$ cat src/logic/usb_core_pkg.sv
// Purpose: Shared constants and types for the full-speed USB device core
// Assumes: 50 MHz system clock, byte-wide CPU ports in external data space
// Notes:   Cycle counts are derived from times written in microseconds
package usb_core_pkg;

  // CPU byte ports
  localparam logic [15:0] CFG_ADDR  = 16'h6000;  // Configuration byte
  localparam logic [15:0] RDAT_ADDR = 16'h6001;  // Read data port
  localparam logic [15:0] WDAT_ADDR = 16'h6002;  // Write data port
  localparam logic [15:0] CMD_ADDR  = 16'h6003;  // Command port
  localparam logic [7:0]  CFG_RESET = 8'h00;     // Configuration after reset
  localparam int          CFG_PULLUP_BIT = 5;    // Pull-up source select

  // Command codes
  localparam logic [7:0] CMD_EP_SEL_LO = 8'h00;  // Select endpoint, first
  localparam logic [7:0] CMD_EP_SEL_HI = 8'h06;  // Select endpoint, last
  localparam logic [7:0] CMD_EP_CLR_LO = 8'h40;  // Select and clear, first
  localparam logic [7:0] CMD_EP_CLR_HI = 8'h46;  // Select and clear, last
  localparam logic [7:0] CMD_SET_ADDR  = 8'hd0;  // Address and enable
  localparam logic [7:0] CMD_PORT_ST   = 8'he0;  // Embedded port status
  localparam logic [7:0] CMD_BUFFER    = 8'hf0;  // Buffer data
  localparam logic [7:0] CMD_INT_REG   = 8'hf4;  // Interrupt register
  localparam logic [7:0] CMD_FRAME     = 8'hf5;  // Frame number
  localparam logic [7:0] CMD_CHIP_ID   = 8'hfd;  // Chip identification
  localparam logic [7:0] CMD_DEV_ST    = 8'hfe;  // Device status

  // Device status bit positions
  localparam int DS_CONNECT  = 0;
  localparam int DS_CONN_CHG = 1;
  localparam int DS_SUSP     = 2;
  localparam int DS_SUSP_CHG = 3;
  localparam int DS_BUS_RST  = 4;
  localparam int INT_DEV_BIT = 10;  // Device status change in interrupt word

  // Endpoints
  localparam int NUM_EP     = 7;   // Physical endpoints 0.0 to 0.6
  localparam int CTRL_BYTES = 8;   // Control buffer, each direction
  localparam int INT_BYTES  = 8;   // Interrupt IN buffers
  localparam int BULK_BYTES = 64;  // Bulk buffers, each direction
  localparam int EP_BULK_OUT = 5;  // Physical index of bulk OUT

  // Timing
  localparam int CLK_KHZ         = 50000;
  localparam int IDLE_SUSPEND_US = 3000;  // Bus idle before suspend
  localparam int CLK_RELEASE_US  = 2000;  // Suspend before clock release
  localparam int RESUME_DRIVE_US = 2000;  // Length of upstream resume
  localparam int SUSPEND_CYC = IDLE_SUSPEND_US * CLK_KHZ / 1000;
  localparam int RELEASE_CYC = CLK_RELEASE_US * CLK_KHZ / 1000;
  localparam int RESUME_CYC  = RESUME_DRIVE_US * CLK_KHZ / 1000;
  localparam int CNT_W       = 18;

  // Data path buffer
  localparam int FIFO_WIDTH = 8;
  localparam int FIFO_DEPTH = 4;

  // Power states, one-hot
  typedef enum logic [4:0] {
    ST_RUN       = 5'b00001,
    ST_SUSP      = 5'b00010,
    ST_SUSP_OFF  = 5'b00100,
    ST_WAKE_LOCK = 5'b01000,
    ST_RESUME_TX = 5'b10000
  } pwr_e;

endpackage

$ cat src/logic/usb_byte_fifo.sv
// Purpose: Small synchronous FIFO for write-buffer bytes
// Assumes: Single clock, valid/ready on both sides
// Notes:   Ready, valid and head word are registered
`timescale 1ns/100ps
module usb_byte_fifo #(
  parameter int WIDTH = 8,
  parameter int DEPTH = 4
) (
  // Clock and reset
  input  wire logic             clk_sys,
  input  wire logic             rst_n,
  // Fill side
  input  wire logic             in_valid,
  output logic                  in_ready,
  input  wire logic [WIDTH-1:0] in_data,
  // Drain side
  output logic                  out_valid,
  input  wire logic             out_ready,
  output logic [WIDTH-1:0]      out_data
);
  localparam int AW = (DEPTH > 1) ? $clog2(DEPTH) : 1;

  typedef struct packed {
    logic [DEPTH-1:0][WIDTH-1:0] mem;    // Storage
    logic [AW-1:0]               wr;     // Write index
    logic [AW-1:0]               rd;     // Read index
    logic [AW:0]                 cnt;    // Occupancy
    logic                        room;   // Space for one more word
    logic                        vld;    // Head holds data
    logic [WIDTH-1:0]            head;   // Registered head word
  } fifo_s;

  fifo_s r;       // Current state
  fifo_s next_r;  // Next state
  logic  push;
  logic  pop;

  // Pointer and occupancy update
  always_comb begin
    next_r = r;
    push   = in_valid & r.room;
    pop    = out_ready & r.vld;
    if (push) begin
      next_r.mem[r.wr] = in_data;
      next_r.wr = (r.wr == AW'(DEPTH - 1)) ? '0 : r.wr + 1'b1;
    end
    if (pop) begin
      next_r.rd = (r.rd == AW'(DEPTH - 1)) ? '0 : r.rd + 1'b1;
    end
    if (push && !pop) begin
      next_r.cnt = r.cnt + 1'b1;
    end else if (pop && !push) begin
      next_r.cnt = r.cnt - 1'b1;
    end
    next_r.room  = (next_r.cnt != (AW + 1)'(DEPTH));
    next_r.vld   = (next_r.cnt != '0);
    next_r.head  = next_r.mem[next_r.rd];  // Keeps the output off the read mux
  end

  // State register
  always_ff @(posedge clk_sys or negedge rst_n) begin
    if (!rst_n) begin
      r       <= '0;
      r.room  <= 1'b1;
    end else begin
      r <= next_r;
    end
  end

  assign in_ready  = r.room;
  assign out_valid = r.vld;
  assign out_data  = r.head;

endmodule // usb_byte_fifo

$ cat src/logic/usb_fs_device_core.sv
// Purpose: Full-speed USB device core: command ports, suspend and wake
// Assumes: Link pins are asynchronous; SIE strobes share clk_sys
// Notes:   CPU strobes are one clk_sys cycle wide
`timescale 1ns/100ps

// Notes on behaviour
// - Device only, full speed, CPU services functions
// - Endpoint 0 control, 8 bytes, 0.0/0.1
// - Endpoints 1-3 interrupt IN, 8 bytes
// - Endpoint 4 bulk, 64 bytes, 0.5/0.6
// - Interrupt on transaction or new status
// - Suspend after 3 ms idle bus
// - Release clock request 2 ms after suspend
// - Resume after release: request clock, await lock
// - Resume before release: leave suspend at once
// - Wake command: leave suspend, send resume
// - Early wake waits until 2 ms suspended
// - Soft attach pulls D+ high
// - Config bit 5 picks external or internal
// - Command 6003, write 6002, read 6001
// - Command byte then its fixed data phase
// - F5h returns two-byte frame number
// - E0h reads or writes embedded port status
// - D0h write sets address and enable
// - 00h-06h select endpoints, optional status read
// - 40h-46h select, status, clear endpoint interrupt
// - F4h returns interrupt word; select-and-clear clears
// - Device status read clears change bits
module usb_fs_device_core #(
  parameter int          SUSPEND_CYC = usb_core_pkg::SUSPEND_CYC,
  parameter int          RELEASE_CYC = usb_core_pkg::RELEASE_CYC,
  parameter int          RESUME_CYC  = usb_core_pkg::RESUME_CYC,
  parameter logic [11:0] CHIP_ID     = 12'h5a3,  // Value is arbitrary
  parameter int          FIFO_DEPTH  = usb_core_pkg::FIFO_DEPTH
) (
  // Clock and reset
  input  wire logic        clk_sys,
  input  wire logic        rst_n,
  // CPU byte ports
  input  wire logic [15:0] cpu_addr,
  input  wire logic        cpu_wr,
  input  wire logic        cpu_rd,
  input  wire logic [7:0]  cpu_wdata,
  output logic [7:0]       cpu_rdata,
  output logic             cpu_wr_ready,
  output logic             cpu_irq,
  // Upstream link pins
  input  wire logic        usb_activity,
  input  wire logic        usb_bus_reset,
  output logic             resume_drive,
  output logic             pullup_int,
  output logic             pullup_ext,
  input  wire logic        soft_attach_n,
  // Power, clock and reset controller
  output logic             clk_req_n,
  input  wire logic        pll_lock,
  input  wire logic        remote_wakeup_request_n,
  output logic             usb_suspended,
  // Serial engine side
  input  wire logic [10:0] frame_num,
  input  wire logic [6:0]  ep_done,
  output logic [6:0]       func_addr,
  output logic             func_enable,
  output logic [7:0]       port_status,
  output logic [7:0]       tx_data,
  output logic             tx_valid,
  input  wire logic        tx_ready
);
  import usb_core_pkg::*;

  localparam logic [CNT_W-1:0] SUSP_LAST = CNT_W'(SUSPEND_CYC - 1);
  localparam logic [CNT_W-1:0] REL_LAST  = CNT_W'(RELEASE_CYC - 1);
  localparam logic [CNT_W-1:0] RES_LAST  = CNT_W'(RESUME_CYC - 1);

  typedef struct packed {
    pwr_e             pwr;        // Power state
    logic [CNT_W-1:0] cnt;        // Idle, suspend or resume timer
    logic [1:0]       act_sy;     // Bus activity synchroniser
    logic [1:0]       brst_sy;    // Bus reset synchroniser
    logic [1:0]       pll_sy;     // Lock synchroniser
    logic [1:0]       wk_sy;      // Wake request synchroniser
    logic [1:0]       att_sy;     // Attach synchroniser
    logic             brst_d;     // Bus reset edge history
    logic             wake_pend;  // Wake asked by CPU
    logic             wake_flag;  // Clock asked for a wake
    logic             clk_req_n;
    logic             resume;
    logic             pull_int;
    logic             pull_ext;
    logic             irq;
    logic [7:0]       cfg;        // Configuration byte
    logic [7:0]       cmd;        // Current command
    logic             idx;        // Byte index of data phase
    logic [7:0]       rdata;
    logic [6:0]       ep_irq;     // Endpoint interrupt bits
    logic             dev_chg;    // Device status change
    logic             connect;
    logic             conn_chg;
    logic             susp_chg;
    logic             bus_rst;
    logic [6:0]       addr;
    logic             fen;
    logic [7:0]       port_st;
    logic             susp;       // Suspended bit
  } core_s;

  core_s       r;          // Current state
  core_s       next_r;     // Next state
  logic        activity;   // Synchronised bus activity
  logic        locked;     // Synchronised lock
  logic        wk_req;     // Synchronised wake request
  logic        attach;     // Synchronised attach
  logic        brst_edge;  // Bus reset start
  logic        wr_cmd;     // Command port write
  logic        wr_dat;     // Data port write
  logic        rd_dat;     // Data port read
  logic        susp_tgl;   // Suspended bit toggles
  logic        in_susp;    // Suspended bit
  logic        fifo_push;
  logic        fifo_ready;
  logic [7:0]  resp;       // Byte answered to a data read
  logic [15:0] int_word;   // Interrupt register
  logic [6:0]  ep_clr;     // Endpoint bits to clear
  logic        st_clr;     // Device status read
  logic        conn_evt;   // Connect bit changes

  assign activity  = r.act_sy[1];
  assign locked    = r.pll_sy[1];
  assign wk_req    = ~r.wk_sy[1];
  assign attach    = ~r.att_sy[1];
  assign brst_edge = r.brst_sy[1] & ~r.brst_d;
  assign in_susp   = r.susp;  // Registered so the pin comes from a flop
  assign wr_cmd    = cpu_wr && (cpu_addr == CMD_ADDR);
  assign wr_dat    = cpu_wr && (cpu_addr == WDAT_ADDR);
  assign rd_dat    = cpu_rd && (cpu_addr == RDAT_ADDR);
  assign int_word  = {5'h00, r.dev_chg, 3'h0, r.ep_irq};
  assign fifo_push = wr_dat && (r.cmd == CMD_BUFFER);
  assign conn_evt  = wr_dat && (r.cmd == CMD_DEV_ST) && (cpu_wdata[DS_CONNECT] != r.connect);

  // Endpoint size in 8-byte units
  function automatic logic [6:0] ep_units(input logic [2:0] ep);
    if (ep >= 3'(EP_BULK_OUT)) begin
      ep_units = 7'(BULK_BYTES / 8);
    end else if (ep >= 3'd2) begin
      ep_units = 7'(INT_BYTES / 8);
    end else begin
      ep_units = 7'(CTRL_BYTES / 8);
    end
  endfunction

  // Answer byte for the current command and index
  always_comb begin
    case (r.cmd)
      CMD_FRAME:   resp = r.idx ? {5'h00, frame_num[10:8]} : frame_num[7:0];
      CMD_INT_REG: resp = r.idx ? int_word[15:8] : int_word[7:0];
      CMD_CHIP_ID: resp = r.idx ? {4'h0, CHIP_ID[11:8]} : CHIP_ID[7:0];
      CMD_PORT_ST: resp = r.port_st;
      CMD_DEV_ST:  resp = {3'h0, r.bus_rst, r.susp_chg, in_susp, r.conn_chg, r.connect};
      default: begin
        if ((r.cmd <= CMD_EP_SEL_HI) ||
            ((r.cmd >= CMD_EP_CLR_LO) && (r.cmd <= CMD_EP_CLR_HI))) begin
          resp = {ep_units(r.cmd[2:0]), r.ep_irq[r.cmd[2:0]]};
        end else begin
          resp = 8'h00;  // Reserved or write-only codes
        end
      end
    endcase
  end

  // Next-state logic
  always_comb begin
    next_r         = r;
    susp_tgl       = 1'b0;
    ep_clr         = '0;
    st_clr         = 1'b0;
    next_r.act_sy  = {r.act_sy[0], usb_activity};
    next_r.brst_sy = {r.brst_sy[0], usb_bus_reset};
    next_r.pll_sy  = {r.pll_sy[0], pll_lock};
    next_r.wk_sy   = {r.wk_sy[0], remote_wakeup_request_n};
    next_r.att_sy  = {r.att_sy[0], soft_attach_n};
    next_r.brst_d  = r.brst_sy[1];
    next_r.cnt     = r.cnt + 1'b1;
    // Power state machine
    case (r.pwr)
      ST_RUN: begin
        if (activity) begin
          next_r.cnt = '0;
        end else if (r.cnt == SUSP_LAST) begin
          next_r.pwr = ST_SUSP;
          next_r.cnt = '0;
          susp_tgl   = 1'b1;
        end
      end
      ST_SUSP: begin
        if (activity) begin
          next_r.pwr = ST_RUN;
          next_r.cnt = '0;
          susp_tgl   = 1'b1;
        end else if (r.cnt == REL_LAST) begin
          next_r.cnt = '0;
          if (r.wake_pend || wk_req) begin
            next_r.pwr       = ST_RESUME_TX;
            next_r.wake_pend = 1'b0;
            susp_tgl         = 1'b1;
          end else begin
            next_r.pwr       = ST_SUSP_OFF;
            next_r.clk_req_n = 1'b1;
          end
        end
      end
      ST_SUSP_OFF: begin
        next_r.cnt = '0;
        if (activity || wk_req || r.wake_pend) begin
          next_r.pwr       = ST_WAKE_LOCK;
          next_r.clk_req_n = 1'b0;
          next_r.wake_flag = !activity;
          next_r.wake_pend = 1'b0;
        end
      end
      ST_WAKE_LOCK: begin
        next_r.cnt = '0;
        if (locked) begin
          next_r.pwr = r.wake_flag ? ST_RESUME_TX : ST_RUN;
          susp_tgl   = 1'b1;
        end
      end
      ST_RESUME_TX: begin
        if (r.cnt == RES_LAST) begin
          next_r.pwr = ST_RUN;
          next_r.cnt = '0;
        end
      end
      default: begin
        next_r.pwr = ST_RUN;
        next_r.cnt = '0;
      end
    endcase
    next_r.resume = (next_r.pwr == ST_RESUME_TX);
    next_r.susp   = (next_r.pwr == ST_SUSP) || (next_r.pwr == ST_SUSP_OFF) || (next_r.pwr == ST_WAKE_LOCK);
    // Command port
    if (wr_cmd) begin
      next_r.cmd = cpu_wdata;
      next_r.idx = 1'b0;
      if ((cpu_wdata >= CMD_EP_CLR_LO) && (cpu_wdata <= CMD_EP_CLR_HI)) begin
        ep_clr[cpu_wdata[2:0]] = 1'b1;
      end
    end
    // Write data phase
    if (wr_dat) begin
      case (r.cmd)
        CMD_SET_ADDR: begin
          next_r.addr = cpu_wdata[6:0];
          next_r.fen  = cpu_wdata[7];
        end
        CMD_PORT_ST: next_r.port_st = cpu_wdata;
        CMD_DEV_ST: begin
          next_r.connect = cpu_wdata[DS_CONNECT];
          if (!cpu_wdata[DS_SUSP] && in_susp) begin
            next_r.wake_pend = 1'b1;
          end
        end
        default: begin
        end
      endcase
    end
    // Read ports
    if (rd_dat) begin
      next_r.rdata = resp;
      next_r.idx   = ~r.idx;
      st_clr       = (r.cmd == CMD_DEV_ST);
    end else if (cpu_rd && (cpu_addr == CFG_ADDR)) begin
      next_r.rdata = r.cfg;
    end else if (cpu_rd) begin
      next_r.rdata = 8'h00;
    end
    if (cpu_wr && (cpu_addr == CFG_ADDR)) begin
      next_r.cfg = cpu_wdata;
    end
    // Sticky events, set wins over clear
    next_r.ep_irq   = (r.ep_irq & ~ep_clr) | ep_done;
    next_r.conn_chg = (r.conn_chg & ~st_clr) | conn_evt;
    next_r.susp_chg = (r.susp_chg & ~st_clr) | susp_tgl;
    next_r.bus_rst  = (r.bus_rst & ~st_clr) | brst_edge;
    next_r.dev_chg  = (r.dev_chg & ~st_clr) | susp_tgl | brst_edge | conn_evt;
    if (brst_edge) begin
      next_r.addr = '0;
      next_r.fen  = 1'b0;
    end
    next_r.irq      = (|next_r.ep_irq) | next_r.dev_chg;
    next_r.pull_int = attach & ~r.cfg[CFG_PULLUP_BIT];
    next_r.pull_ext = attach & r.cfg[CFG_PULLUP_BIT];
  end

  // State register
  always_ff @(posedge clk_sys or negedge rst_n) begin
    if (!rst_n) begin
      r        <= '0;
      r.pwr    <= ST_RUN;
      r.wk_sy  <= 2'b11;
      r.att_sy <= 2'b11;
      r.cfg    <= CFG_RESET;
    end else begin
      r <= next_r;
    end
  end

  // Buffer write path towards the serial engine
  usb_byte_fifo #(
    .WIDTH (FIFO_WIDTH),
    .DEPTH (FIFO_DEPTH)
  ) u_tx_fifo (
    .clk_sys   (clk_sys),
    .rst_n     (rst_n),
    .in_valid  (fifo_push),
    .in_ready  (fifo_ready),
    .in_data   (cpu_wdata),
    .out_valid (tx_valid),
    .out_ready (tx_ready),
    .out_data  (tx_data)
  );

  // Outputs, device only at full speed with CPU-serviced functions
  assign cpu_rdata     = r.rdata;
  assign cpu_wr_ready  = fifo_ready;
  assign cpu_irq       = r.irq;
  assign resume_drive  = r.resume;
  assign pullup_int    = r.pull_int;
  assign pullup_ext    = r.pull_ext;
  assign clk_req_n     = r.clk_req_n;
  assign usb_suspended = in_susp;
  assign func_addr     = r.addr;
  assign func_enable   = r.fen;
  assign port_status   = r.port_st;
endmodule // usb_fs_device_core

$ cat config.mk
export PLATFORM = sky130hd
export DESIGN_NAME = usb_fs_device_core
export DESIGN_NICKNAME = d
export VERILOG_FILES = /design/src/logic/usb_core_pkg.sv /design/src/logic/usb_byte_fifo.sv /design/src/logic/usb_fs_device_core.sv
export SDC_FILE = /design/constraint.sdc
export NUM_CORES = 1
export LEC_CHECK = 0
export BUFFER_PORTS_ARGS = -buffer_cell sky130_fd_sc_hd__buf_2
export CORE_MARGIN = 5
export CORE_UTILIZATION = 40
export CTS_BUF_LIST = sky130_fd_sc_hd__clkbuf_2 sky130_fd_sc_hd__clkbuf_4 sky130_fd_sc_hd__clkbuf_8
export CTS_CLUSTER_SIZE = 20
export DETAILED_ROUTE_END_ITERATION = 8
export SYNTH_ARGS = -nofsm -noshare
export SYNTH_HDL_FRONTEND = slang
export SYNTH_SLANG_ARGS = --single-unit
$ cat constraint.sdc
create_clock -name clk_sys -period 5.32 [get_ports clk_sys]
set_clock_uncertainty 0.15 [all_clocks]
set_input_delay 0.532 -clock clk_sys [delete_from_list [all_inputs] [get_ports clk_sys]]
set_output_delay 0.532 -clock clk_sys [all_outputs]
set_load 0.03 [all_outputs]
==> reports/results.txt <==
pwr dens: 319 nW/um2
R2R cell count: 4
Simple-Gate Fraction of Synth Area: 19.0%
Pre-antenna DRT Iters: 4
Detailed Place HPWL: 13500 um
final core utilization: 45.8%
most common cell after layout, fill and taps aside: dfrtp_1
GPL Wtd Cong: 0.889
Post-synth EDFFs: 0
slew margin rel.: 30.4%
mux share of post-synthesis cell area: 14.1%
Final #Nets: 805
sequential area share after synthesis: 46.6%
Post-DRT Antenna Nets: 0
Synth Area in Adders: 1.29%
fraction of synthesized cell area in xor and xnor cells: 2.26%
Post-CTS Setup Bufs: 0
clock sinks: 144
Tcrit/Tclk final: 62.1%
r2r setup slk: 2020 ps
starting density of the core: 41.0%
final setup TNS: 0 ps
hold_ws: -7.55 ps
share of layout cells above drive strength 1: 28.9%
vias in the first global route: 5679
Max Cap Viol: 0
CP max-delay cell: nor3_4
largest family of logic cells by synthesized area: simple AND/OR/NAND/NOR gates
clock root buffer master: clkbuf_8
DIE AREA: 22200 um2
1st-iter DRT viols: 234
critical path class: flop to flop
final setup fails: 0
max-slew violations: 0
Mapped Avg Cell Area: 11.1 um2
H-Tree Depth: 4
max incr delay on CP: 870 ps
via count: 5540
Worst R2R Start: r[38]
Compound-Gate Fraction of Synth Area: 10.8%
Placed Cells incl. Taps: 984
CP cell instances: or4_4 -> nor3_4 -> a21oi_1 -> a211oi_1
Rows: 50
CP delay by family, top: simple AND/OR/NAND/NOR gates
leakage power: 3.98 nW
Yosys reg bits: 144
VDD IR max: 192 uV
CTS Buffer Depth: 2
Routed WL per cell: 18.6 um
I/O Buffers: 91
crit end category: flop
CP arrival: 3500 ps
Post-CTS Resized: 0
Peak Freq: 0.303 GHz
failing checks: hold timing
Worst-Skew Late Latency: 450 ps
Levels on crit path: 4
CP startpoint kind: flop
largest net degree at the start of global routing: 100
final wirelength: 19000 um
Async S/R FF share, synth: 100%
Worst Path Max Fanout: 23
post-route insts no fill: 1019
Die H: 149 um
CTS tree: yes
DR vias/cell: 5.44
Slew @ Worst Pin: 1040 ps
Top FF cell, synth: dfrtp_1
Buf/Inv on CP: 0
CTS Buf Count: 17
Chip Width: 149 um
Hold-fix buffers, CTS: 0
most frequent cells in the layout: dfrtp_1, buf_2, nand2_1, nor2_1, mux2_4
area growth from synthesis to layout: 11.9%
Synth Warn #: 0
RSZ-0062 raised after global routing: no
gr ovfl total: 0
Clk pin slew, worst setup/hold paths: 80 ps
syn_nets: 757
synthesized instance count: 697
DRC viols: 0
Fin. Hold Viols: 1
initial antenna violation count: 4
RR Endpoint: u_tx_fifo.out_data[7]
Core Footprint: 18900 um2
worst min path class: input port to async pin
crit path time final: 3300 ps
first-pass GRT wire length: 30600 um
required time of the critical path: 5520 ps
Top-Level Pins: 92
Cell Area, Synth: 7740 um2
post-synthesis cell type count: 82
outcome: finished with violations
GRT Util Overall: 17.4%
[per-stage QoR]
step	worst slack, ps	instance area, um2	power, mW
3_3_place_gp	1910	8140	1.70
5_1_grt	1770	8660	2.90
4_1_cts	2010	8640	2.79
6_report	2020	8660	2.77
2_1_floorplan	2860	7740	1.59
3_5_place_dp	1710	8140	1.72
[flip-flops by register name, summed over array words and instances, names as in the netlist]
signal	cells
resume_drive	1
pullup_int	1
u_tx_fifo.out_valid	1
cpu_irq	1
pullup_ext	1
u_tx_fifo.r	39
clk_req_n	1
r	49
usb_suspended	1
u_tx_fifo.in_ready	1
activity	1
port_status	8
func_addr	7
func_enable	1
int_word	8
u_tx_fifo.out_data	8
cpu_rdata	8
next_r	6
locked	1
[power by group]
group / internal (mW) / total [mW] / switching [mW] / leakage, nW
clock: 0.660 / 1.07 / 0.414 / 0.256
sequential: 1.15 / 1.19 / 0.0384 / 1.89
combinational: 0.177 / 0.500 / 0.323 / 1.84
total: 1.99 / 2.77 / 0.775 / 3.98
[cells in the mapped netlist (14+ instances only)]
master	instances	share of area (%)
dfrtp_1	138	45
nand2_1	42	2.0
nor2_1	34	1.6
buf_4	32	3.1
mux2_4	32	6.2
a21oi_1	31	2.0
mux2_2	28	4.1
mux2i_1	27	3.5
o21ai_0	23	1.5
nand3_1	20	1.3
nor4_1	20	1.6
clkbuf_1	19	0.92
nor3_1	19	1.2
nor2b_1	16	1.3
a211oi_1	15	1.5
inv_1	14	0.68
[final cells by class]
| type | instances | area [um2] |
|---|---|---|
| multi-input cells | 474 | 3680 |
| repair buffers | 94 | 489 |
| well taps | 260 | 325 |
| flip-flops and latches | 144 | 3610 |
| clock inverters | 10 | 204 |
| diodes | 1 | 2.50 |
| clock buffers | 22 | 297 |
| inverters | 14 | 52.6 |
| fillers | 1807 | 10200 |
[layer usage]
| metal | vias up | part of all wire (%) | global-route usage (%) |
|---|---|---|---|
| met3 | 42 | 5.2 | 4.59 |
| met4 | 6 | 2.1 | 6.68 |
| met1 | 2724 | 45 | 23.4 |
| met2 | 154 | 47 | 27.0 |
| li1 | 2614 | - | - |
| met5 | - | 0.15 | 0 |
[kinds of logic (layout without fill, tap and decap cells)]
logic type / count (synthesis) / in the layout
simple gates: 237 / 237
flops: 144 / 144
compound gates: 121 / 121
mux: 88 / 88
buf+inv: 79 / 140
xor+xnor: 20 / 20
fa+ha+maj: 8 / 8
other cells: 0 / 1
[worst max path at each step]
stage / start / end
2_1_floorplan: cpu_addr[7] / u_tx_fifo.r[33]
3_3_place_gp: cpu_addr[6] / u_tx_fifo.out_data[0]
3_5_place_dp: cpu_addr[7] / u_tx_fifo.out_data[7]
4_1_cts: r[38] / u_tx_fifo.out_data[1]
5_1_grt: r[38] / u_tx_fifo.out_data[1]
6_report: r[38] / u_tx_fifo.out_data[7]
No activity file was read; power rests on OpenSTA's default activity.
